File: config.mk
export PLATFORM = sky130hd
export DESIGN_NAME = spm_device_end_flat
export DESIGN_NICKNAME = d
export VERILOG_FILES = /design/src/rtl/spm_pkg.sv /design/src/rtl/spm_link_if.sv /design/src/rtl/spm_device_end.sv /design/src/flat_wrapper.sv
export SDC_FILE = /design/constraint.sdc
export NUM_CORES = 1
export LEC_CHECK = 0
export BUFFER_PORTS_ARGS = -buffer_cell sky130_fd_sc_hd__buf_2
export CAP_MARGIN = 10
export CORE_MARGIN = 1.5
export CORE_UTILIZATION = 55
export DETAILED_ROUTE_END_ITERATION = 16
export GPL_TIMING_DRIVEN = 0
export HOLD_SLACK_MARGIN = 0.06
export PLACE_DENSITY = 0.79
export SLEW_MARGIN = 20
export SYNTH_ARGS = -nofsm -noshare
export SYNTH_HDL_FRONTEND = slang
export SYNTH_SLANG_ARGS = --single-unit
File: constraint.sdc
create_clock -name clk_in -period 3.54 [get_ports clk_in]
set_input_delay 0.708 -clock clk_in [delete_from_list [all_inputs] [get_ports clk_in]]
set_output_delay 0.708 -clock clk_in [all_outputs]
set_load 0.01 [all_outputs]
File: src/rtl/spm_pkg.sv
// Shared constants for the serial register link, its frame layout and register map.
package spm_pkg;

  //////////////////////////////////////////////////////////////////////////////
  // Frame layout.
  localparam logic [4:0] FRAME_BITS = 5'h10;
  localparam logic [4:0] FIRST_BYTE_BITS = 5'h08;
  localparam int CMD_HI = 15;
  localparam int CMD_LO = 14;
  localparam int ADDR_HI = 13;
  localparam int ADDR_LO = 9;
  localparam int PARITY_BIT = 8;
  localparam int SUB_ADDR_BIT = 7;
  localparam int DATA_HI = 7;
  localparam int DATA_LO = 0;
  localparam logic [1:0] CMD_READ_BACK = 2'h0;
  localparam logic [1:0] CMD_WRITE = 2'h1;

  //////////////////////////////////////////////////////////////////////////////
  // Register map.
  localparam logic [4:0] ADDR_MONITOR = 5'h00;
  localparam logic [4:0] ADDR_SCRATCH_A = 5'h01;
  localparam logic [4:0] ADDR_SCRATCH_D = 5'h04;
  localparam int SCRATCH_COUNT = 4;
  localparam logic [7:0] RESET_BYTE = 8'h00;

  //////////////////////////////////////////////////////////////////////////////
  // Monitor multiplexer register fields.
  localparam int SEL_HI = 7;
  localparam int SEL_LO = 5;
  localparam int RES_EN_BIT = 4;
  localparam int ATTEN_BIT = 3;
  localparam logic [7:0] MONITOR_WRITABLE = 8'hF8;
  localparam int SOURCE_COUNT = 8;
  localparam logic [2:0] SRC_OFF = 3'h0;
  localparam logic [2:0] SRC_REG_CURRENT = 3'h1;
  localparam logic [2:0] SRC_REFERENCE = 3'h2;
  localparam logic [2:0] SRC_TEMPERATURE = 3'h3;
  localparam logic [2:0] SRC_IO0 = 3'h4;
  localparam logic [2:0] SRC_IO1 = 3'h5;
  localparam logic [2:0] SRC_SUPPLY = 3'h6;
  localparam logic [2:0] SRC_BATTERY = 3'h7;

  //////////////////////////////////////////////////////////////////////////////
  // Status byte padding and serial clock pacing of the master.
  localparam logic [4:0] STATUS_PAD = 5'h00;
  localparam logic [2:0] SCLK_HALF_CYCLES = 3'h4;

endpackage : spm_pkg

File: src/rtl/spm_link_if.sv
// Serial link between the register device and its bus master.
`timescale 1ns/10ps
`default_nettype none

interface spm_link_if;
  logic sclk;
  logic cs_b;
  logic mosi;
  logic miso;
  logic miso_oe;

  modport device (
    input sclk,
    input cs_b,
    input mosi,
    output miso,
    output miso_oe
  );

  modport master (
    output sclk,
    output cs_b,
    output mosi,
    input miso,
    input miso_oe
  );
endinterface : spm_link_if

`default_nettype wire

File: src/rtl/spm_device_end.sv
// Device end: frame receiver, parity check, monitor multiplexer and scratch registers.
//
// What this block does
// - Master sets bit 8 for odd parity.
// - Seven ones elsewhere means parity bit zero.
// - Four ones elsewhere means parity bit one.
// - Parity checked only when option enabled.
// - Parity option off: master sends bit 8 zero on writes.
// - First byte command/address/parity, second byte data.
// - Bits 7-5 select source, codes 000-011.
// - Codes 100-111 route I/O, supply, battery.
// - Bit 4 enables internal sense resistor.
// - Bit 3 gain/attenuation, only for I/O codes.
// - Monitor clears on reset, supply off, non-Normal.
// - Supply off: access ignored, register cleared.
// - Four scratch bytes at 001-100, reset zero.
// - Read-back returns register in low byte.
`timescale 1ns/10ps
`default_nettype none

module spm_device_end (
  // Clock and reset.
  input wire logic clk_in,
  input wire logic rst_b_in,
  // Serial link.
  spm_link_if.device link,
  // Device conditions.
  input wire logic parity_option_in,
  input wire logic can_supply_regulator_on_in,
  input wire logic normal_mode_in,
  // Monitor multiplexer controls.
  output logic monitor_source_sel_hi_out,
  output logic monitor_source_sel_mid_out,
  output logic monitor_source_sel_lo_out,
  output logic internal_sense_resistor_en_out,
  output logic io_attenuation_out,
  output logic [7:0] monitor_route_out,
  // Frame results.
  output logic write_accepted_out,
  output logic parity_error_out
);

  typedef struct packed {
    logic sclk_q;
    logic cs_b_q;
    logic [15:0] rx;
    logic [4:0] bits;
    logic [15:0] tx;
    logic [7:0] monitor;
    logic [3:0][7:0] scratch;
    logic [7:0] route;
    logic atten;
    logic wr_ok;
    logic par_err;
    logic last_par_err;
  } spm_dev_state_type;

  spm_dev_state_type state;
  spm_dev_state_type next_state;

  logic access_ok;
  logic sclk_rise;
  logic sclk_fall;
  logic frame_start;
  logic frame_end;
  logic parity_ok;
  logic [15:0] first_byte;
  logic [4:0] rd_addr;
  logic [4:0] wr_addr;
  logic [7:0] rd_byte;
  logic [7:0] status_byte;
  logic [2:0] sel;
  logic rd_cmd_hit;
  logic wr_cmd_hit;
  logic rd_scratch_hit;
  logic wr_scratch_hit;
  logic [1:0] rd_slot;
  logic [1:0] wr_slot;
  logic [7:0] wr_byte;
  logic monitor_write;
  logic [7:0] next_monitor;
  logic [7:0] route_dec;

  //////////////////////////////////////////////////////////////////////////////
  // Link event detection; link inputs are synchronous to clk_in.

  assign access_ok = can_supply_regulator_on_in & normal_mode_in;
  assign sclk_rise = link.sclk & ~state.sclk_q & ~link.cs_b;
  assign sclk_fall = ~link.sclk & state.sclk_q & ~link.cs_b;
  assign frame_start = state.cs_b_q & ~link.cs_b;
  assign frame_end = ~state.cs_b_q & link.cs_b & (state.bits == spm_pkg::FRAME_BITS);
  // The first byte sits in the low bits of the receiver; align it as a full frame.
  assign first_byte = {state.rx[7:0], spm_pkg::RESET_BYTE};
  assign rd_addr = first_byte[spm_pkg::ADDR_HI:spm_pkg::ADDR_LO];
  assign wr_addr = state.rx[spm_pkg::ADDR_HI:spm_pkg::ADDR_LO];
  // Odd count of ones over all sixteen bits, bit 8 included.
  assign parity_ok = ~parity_option_in | (^state.rx);
  assign status_byte = {state.last_par_err, can_supply_regulator_on_in, normal_mode_in,
                        spm_pkg::STATUS_PAD};

  //////////////////////////////////////////////////////////////////////////////
  // Command decode.

  // A read-back is recognised as soon as the first byte is in, so its answer
  // can be loaded on the eighth falling clock and still lead the second byte.
  assign rd_cmd_hit = (state.bits == spm_pkg::FIRST_BYTE_BITS)
      && (first_byte[spm_pkg::CMD_HI:spm_pkg::CMD_LO] == spm_pkg::CMD_READ_BACK)
      && first_byte[spm_pkg::PARITY_BIT];
  assign wr_cmd_hit = frame_end
      && (state.rx[spm_pkg::CMD_HI:spm_pkg::CMD_LO] == spm_pkg::CMD_WRITE);
  assign rd_scratch_hit = (rd_addr >= spm_pkg::ADDR_SCRATCH_A)
                          && (rd_addr <= spm_pkg::ADDR_SCRATCH_D);
  assign wr_scratch_hit = (wr_addr >= spm_pkg::ADDR_SCRATCH_A)
                          && (wr_addr <= spm_pkg::ADDR_SCRATCH_D);
  assign rd_slot = 2'(rd_addr - spm_pkg::ADDR_SCRATCH_A);
  assign wr_slot = 2'(wr_addr - spm_pkg::ADDR_SCRATCH_A);
  assign wr_byte = state.rx[spm_pkg::DATA_HI:spm_pkg::DATA_LO];

  //////////////////////////////////////////////////////////////////////////////
  // Monitor multiplexer control.

  assign monitor_write = wr_cmd_hit && parity_ok && (wr_addr == spm_pkg::ADDR_MONITOR)
                         && access_ok;
  // Losing the CAN supply or leaving Normal wipes the setting, so an access
  // attempt in that condition also finds and leaves it cleared.
  assign next_monitor = !access_ok ? spm_pkg::RESET_BYTE
                      : monitor_write ? (wr_byte & spm_pkg::MONITOR_WRITABLE)
                      : state.monitor;
  assign sel = next_monitor[spm_pkg::SEL_HI:spm_pkg::SEL_LO];
  // One-hot route, bit n for select code n, so exactly one source line is active.
  for (genvar g = 0; g < spm_pkg::SOURCE_COUNT; g++) begin : g_route
    assign route_dec[g] = (sel == 3'(g));
  end

  always_comb begin
    rd_byte = spm_pkg::RESET_BYTE;
    if (rd_addr == spm_pkg::ADDR_MONITOR) begin
      // Held cleared while the supply is off, so a read there returns nothing.
      rd_byte = state.monitor;
    end else if (rd_scratch_hit) begin
      rd_byte = state.scratch[rd_slot];
    end
  end

  //////////////////////////////////////////////////////////////////////////////
  // Next state.

  always_comb begin
    next_state = state;
    next_state.sclk_q = link.sclk;
    next_state.cs_b_q = link.cs_b;
    next_state.wr_ok = 1'b0;
    next_state.par_err = 1'b0;
    if (frame_start) begin
      next_state.bits = '0;
      next_state.tx = {status_byte, spm_pkg::RESET_BYTE};
    end else if (sclk_rise) begin
      next_state.rx = {state.rx[14:0], link.mosi};
      next_state.bits = 5'(state.bits + 5'h01);
    end else if (sclk_fall) begin
      if (rd_cmd_hit) begin
        next_state.tx = {rd_byte, spm_pkg::RESET_BYTE};
      end else begin
        next_state.tx = {state.tx[14:0], 1'b0};
      end
    end else if (wr_cmd_hit) begin
      next_state.last_par_err = ~parity_ok;
      if (!parity_ok) begin
        next_state.par_err = 1'b1;
      end else if (monitor_write) begin
        next_state.wr_ok = 1'b1;
      end else if (wr_scratch_hit) begin
        next_state.scratch[wr_slot] = wr_byte;
        next_state.wr_ok = 1'b1;
      end
    end
    next_state.monitor = next_monitor;
    next_state.route = route_dec;
    // Gain/attenuation only matters on the two I/O inputs.
    next_state.atten = next_monitor[spm_pkg::ATTEN_BIT]
                       & (sel == spm_pkg::SRC_IO0 || sel == spm_pkg::SRC_IO1);
  end

  always_ff @(posedge clk_in or negedge rst_b_in) begin
    if (!rst_b_in) begin
      state <= '0;
      state.sclk_q <= 1'b0;
      state.cs_b_q <= 1'b1;
      state.monitor <= spm_pkg::RESET_BYTE;
      state.route <= 8'h01;
    end else begin
      state <= next_state;
    end
  end

  //////////////////////////////////////////////////////////////////////////////
  // Outputs.

  assign link.miso = state.tx[15];
  assign link.miso_oe = ~link.cs_b;
  assign monitor_source_sel_hi_out = state.monitor[spm_pkg::SEL_HI];
  assign monitor_source_sel_mid_out = state.monitor[spm_pkg::SEL_HI - 1];
  assign monitor_source_sel_lo_out = state.monitor[spm_pkg::SEL_LO];
  assign internal_sense_resistor_en_out = state.monitor[spm_pkg::RES_EN_BIT];
  assign io_attenuation_out = state.atten;
  assign monitor_route_out = state.route;
  assign write_accepted_out = state.wr_ok;
  assign parity_error_out = state.par_err;

endmodule : spm_device_end

`default_nettype wire

File: src/flat_wrapper.sv
// flat-port wrapper written by rule: the top's interface ports become plain ports
module spm_device_end_flat 
  (clk_in, rst_b_in, parity_option_in, can_supply_regulator_on_in, normal_mode_in, monitor_source_sel_hi_out, monitor_source_sel_mid_out, monitor_source_sel_lo_out, internal_sense_resistor_en_out, io_attenuation_out, monitor_route_out, write_accepted_out, parity_error_out, link_sclk, link_cs_b, link_mosi, link_miso, link_miso_oe);
  spm_link_if link_i ();
  input wire logic clk_in;
  input wire logic rst_b_in;
  input wire logic parity_option_in;
  input wire logic can_supply_regulator_on_in;
  input wire logic normal_mode_in;
  output logic monitor_source_sel_hi_out;
  output logic monitor_source_sel_mid_out;
  output logic monitor_source_sel_lo_out;
  output logic internal_sense_resistor_en_out;
  output logic io_attenuation_out;
  output logic [7:0] monitor_route_out;
  output logic write_accepted_out;
  output logic parity_error_out;
  input wire logic [$bits(link_i.sclk)-1:0] link_sclk;
  input wire logic [$bits(link_i.cs_b)-1:0] link_cs_b;
  input wire logic [$bits(link_i.mosi)-1:0] link_mosi;
  output wire logic [$bits(link_i.miso)-1:0] link_miso;
  output wire logic [$bits(link_i.miso_oe)-1:0] link_miso_oe;
  assign link_i.sclk = link_sclk;
  assign link_i.cs_b = link_cs_b;
  assign link_i.mosi = link_mosi;
  assign link_miso = link_i.miso;
  assign link_miso_oe = link_i.miso_oe;
  spm_device_end u_core (.clk_in(clk_in), .rst_b_in(rst_b_in), .link(link_i), .parity_option_in(parity_option_in), .can_supply_regulator_on_in(can_supply_regulator_on_in), .normal_mode_in(normal_mode_in), .monitor_source_sel_hi_out(monitor_source_sel_hi_out), .monitor_source_sel_mid_out(monitor_source_sel_mid_out), .monitor_source_sel_lo_out(monitor_source_sel_lo_out), .internal_sense_resistor_en_out(internal_sense_resistor_en_out), .io_attenuation_out(io_attenuation_out), .monitor_route_out(monitor_route_out), .write_accepted_out(write_accepted_out), .parity_error_out(parity_error_out));
endmodule
==> key figures <==
Status
  – Status: finished, final reports clean

Synth
  – Post-Synth Adder-Cell Area: around 4.2%
  – Library cells used by synthesis: 53
  – Ys flop type: dfrtp_1
  – Gate Count Post-Synth: roughly 360
  – Mux contribution to synthesized area: 16.4%
  – Sequential area share after synthesis: a little under half
  – Number of synthesized register bits: 80
  – XOR/XNOR Fraction of Synth Area: under 10%
  – Syn avg cell area: approximately 12 um2
  – Ys async rst share: between 90% and 100%
  – Post-synthesis compound-gate area fraction: between 10 and 15%
  – Syn Std Cell Area: 4180 um2
  – Post-synth EDFFs: 0
  – Syn_nets: ~380
  – Largest family of logic cells by synthesized area: multiplexers
  – Simple-Gate Fraction of Synth Area: between 10% and 20%
  – Synth Warn #: 0

Clock network
  – Skew-Pair Late Insertion Delay: between 0.3 and 0.4 ns
  – Worst-path clk slew: around 0.090 ns
  – H-tree depth: 3
  – CTS resizes: 0
  – CTS buffer count: 9
  – CTS tree: built
  – Clock Tree Buf Depth: 2
  – CTS root buffer: clkbuf_8
  – Clk sink count: 80
  – Setup Fix Bufs, Post-CTS: 0
  – Hold-fix buffers, CTS: 0

Worst setup path
  – Type of origin of the critical path: flop
  – CP Class: reg2reg
  – Max stage delay cell, worst path: o221ai_2
  – Reg2reg start: u_core.first_byte[15]
  – Crit path largest cell delay: 0.59 ns
  – CP top delay family: XOR/XNOR gates
  – Max FO, Critical Path: 10
  – WP buf/inv: 2
  – Crit path cell chain: clkbuf_1 -> inv_1 -> ha_1 -> xnor2_1 -> xnor3_2 -> xor2_2 -> o221ai_2 -> mux2_2
  – FF-to-FF End: u_core.state[14]
  – Critical path arrival: ~3.5 ns
  – Worst setup EP type: flop
  – FF-to-FF setup slack: around 0.33 ns
  – Reg2Reg Depth: 8
  – Worst Path Required: around 3.8 ns

STA
  – Slew at the pin with the worst max-slew slack: ~0.93 ns
  – Max Clk Rate: between 0.3 and 0.4 GHz
  – Slew margin rel.: between 30% and 40%
  – Unrepaired setup endpoints after global routing: false
  – Final Hold Vio Count: 0
  – Setup Viol. Count Final: 0
  – Setup Skew: between 0.01 and 0.015 ns
  – Minimum clock period: between 3 and 4 ns
  – Period utilization: 90.6%
  – Setup_tns: 0 ns
  – Max-slew violation count: 0

Final layout
  – Area growth syn-to-layout: 11.1%
  – FILL cells: around 590
  – N_diodes: 0
  – Footprint of the multi-input gates: 1950 um2
  – Most common library cell in the layout ignoring fill and taps: dfrtp_1
  – Seq. cell area: between 2000 and 2500 um2
  – Most frequent cells in the layout: dfrtp_1 (78), mux2_2 (36), nand2_1 (35)
  – Share of cells above drive strength 1: a little over a quarter
  – Total Nets Final: 420
  – Utilization after layout: 63.7%

Routing
  – DRT antenna net count: 0
  – Detailed Route Iter0 Violations: around 170
  – Via Count: around 3000
  – Final wirelength: between 8000 and 9000 um
  – Avg Vias per Cell: about 6
  – Number of remaining DRC errors: 0
  – Wire length per cell: roughly 17 um
  – First-pass iteration count of the detailed router: 5

Global route
  – Global Route Usage Sum: roughly 23%
  – Total global routing overflow: 0
  – First-pass GRT wire length: roughly 15000 um
  – Initial antenna violation count: 0
  – Largest net degree at the start of global routing: 60
  – Vias in the first global route: between 2000 and 3000

Place
  – GP Congestion: around 0.88
  – Buffers on Ports: 24
  – DP Wirelength: 6180 um

Power
  – Leakage power: around 2.1 nW
  – P per Cell Area: 574 nW/um2
  – Worst VDD drop: about 0.00046 V

Floorplan
  – DIE WIDTH: between 90 and 100 um
  – Core area: approximately 7300 um2
  – Number of cell rows: 31
  – Die area: about 8100 um2
  – Die Height: between 90 and 100 um
  – Initial core utilization: between 50% and 60%
  – I/O pin count: 25

Flow run
  – Max cap viols: 0

Hold path
  – Hold Crit Class: in2async
## final cells by class
| cell class | instances | area share, % |
|---|---|---|
| repair buffers | 25 | 3.23 |
| clock buffers | 11 | 2.83 |
| flip-flops and latches | 80 | 43.2 |
| multi-input cells | 237 | 42.1 |
| inverters | 16 | 1.29 |
| well taps | 99 | 2.67 |
| clock inverters | 5 | 1.27 |
| plain buffers | 29 | 3.50 |
## worst register-to-register path, stage by stage (launching register included)
cell,delay [ns]
dfrtp_1,0.35
clkbuf_1,0.42
inv_1,0.12
ha_1,0.31
xnor2_1,0.19
xnor3_2,0.43
xor2_2,0.27
o221ai_2,0.59
mux2_2,0.41
## synth_stat cells (all sizes together) (5+ instances only)
library cell / number / area (um2)
xnor2: 6 / 60.1
o21ai: 29 / 145
and2: 7 / 43.8
nor3: 7 / 57.6
nand3: 8 / 40.0
nand2: 35 / 131
clkbuf: 13 / 48.8
a21oi: 6 / 30.0
mux4: 8 / 180
mux2: 37 / 417
nand4: 5 / 31.3
ha: 14 / 175
dfrtp: 78 / 1950
a221oi: 6 / 52.6
o2111ai: 6 / 70.1
nor2: 8 / 30.0
buf: 16 / 114
inv: 16 / 60.1
mux2i: 9 / 90.1
## worst max-delay path by stage
stage	start	to	slack [ns]	depth (start not counted)
detailed placement	u_core.first_byte[15]	u_core.state[14]	0.40	8
global placement	u_core.first_byte[15]	u_core.state[37]	0.43	8
global route	u_core.first_byte[15]	u_core.state[14]	0.24	8
CTS	u_core.first_byte[15]	u_core.state[15]	0.38	8
floorplan	u_core.first_byte[15]	u_core.monitor_route_out[4]	0.87	10
finish	u_core.first_byte[15]	u_core.state[14]	0.33	8
## layer usage
metal,vias up,routed length (um),global-route usage (%)
met5,-,0,0
met1,1517,3840,29.9
met2,93,4320,38.2
met3,16,376,3.13
li1,1373,-,-
met4,0,210,10.4
## sequential cells by signal, indices dropped and copies added, names as in the netlist
register	count
u_core.state	56
u_core.first_byte	8
u_core.monitor_route_out	8
u_core.internal_sense_resistor_en_out	1
u_core.io_attenuation_out	1
u_core.link.miso	1
u_core.monitor_source_sel_hi_out	1
u_core.monitor_source_sel_lo_out	1
u_core.monitor_source_sel_mid_out	1
u_core.parity_error_out	1
u_core.write_accepted_out	1
## through the flow
step / setup slack, ns / std cells / power [mW] / hold WS (ns) / area [um2]
5_1_grt: 0.243 / 502 / 2.78 / 0.243 / 4640
6_report: 0.332 / 502 / 2.67 / 0.219 / 4640
4_1_cts: 0.376 / 502 / 2.66 / 0.231 / 4640
3_5_place_dp: 0.404 / 486 / 2.01 / 0.455 / 4450
3_3_place_gp: 0.430 / 485 / 1.98 / 0.451 / 4420
2_1_floorplan: 0.871 / 362 / 1.80 / 0.412 / 4180
## cells by family (layout without fill, tap and decap cells)
logic type / after synthesis / after routing
simple gates: 92 / 92
flops: 80 / 80
compound gates: 67 / 67
mux: 54 / 54
buf+inv: 45 / 86
fa+ha+maj: 14 / 14
xor+xnor: 10 / 10
## power breakdown
group	internal (mW)	total, mW	switching, mW
Combinational	0.338	0.983	0.646
Clock	0.326	0.662	0.336
Sequential	0.972	1.02	0.0507
Total	1.64	2.67	1.03
No activity file was read; power rests on OpenSTA's default activity.
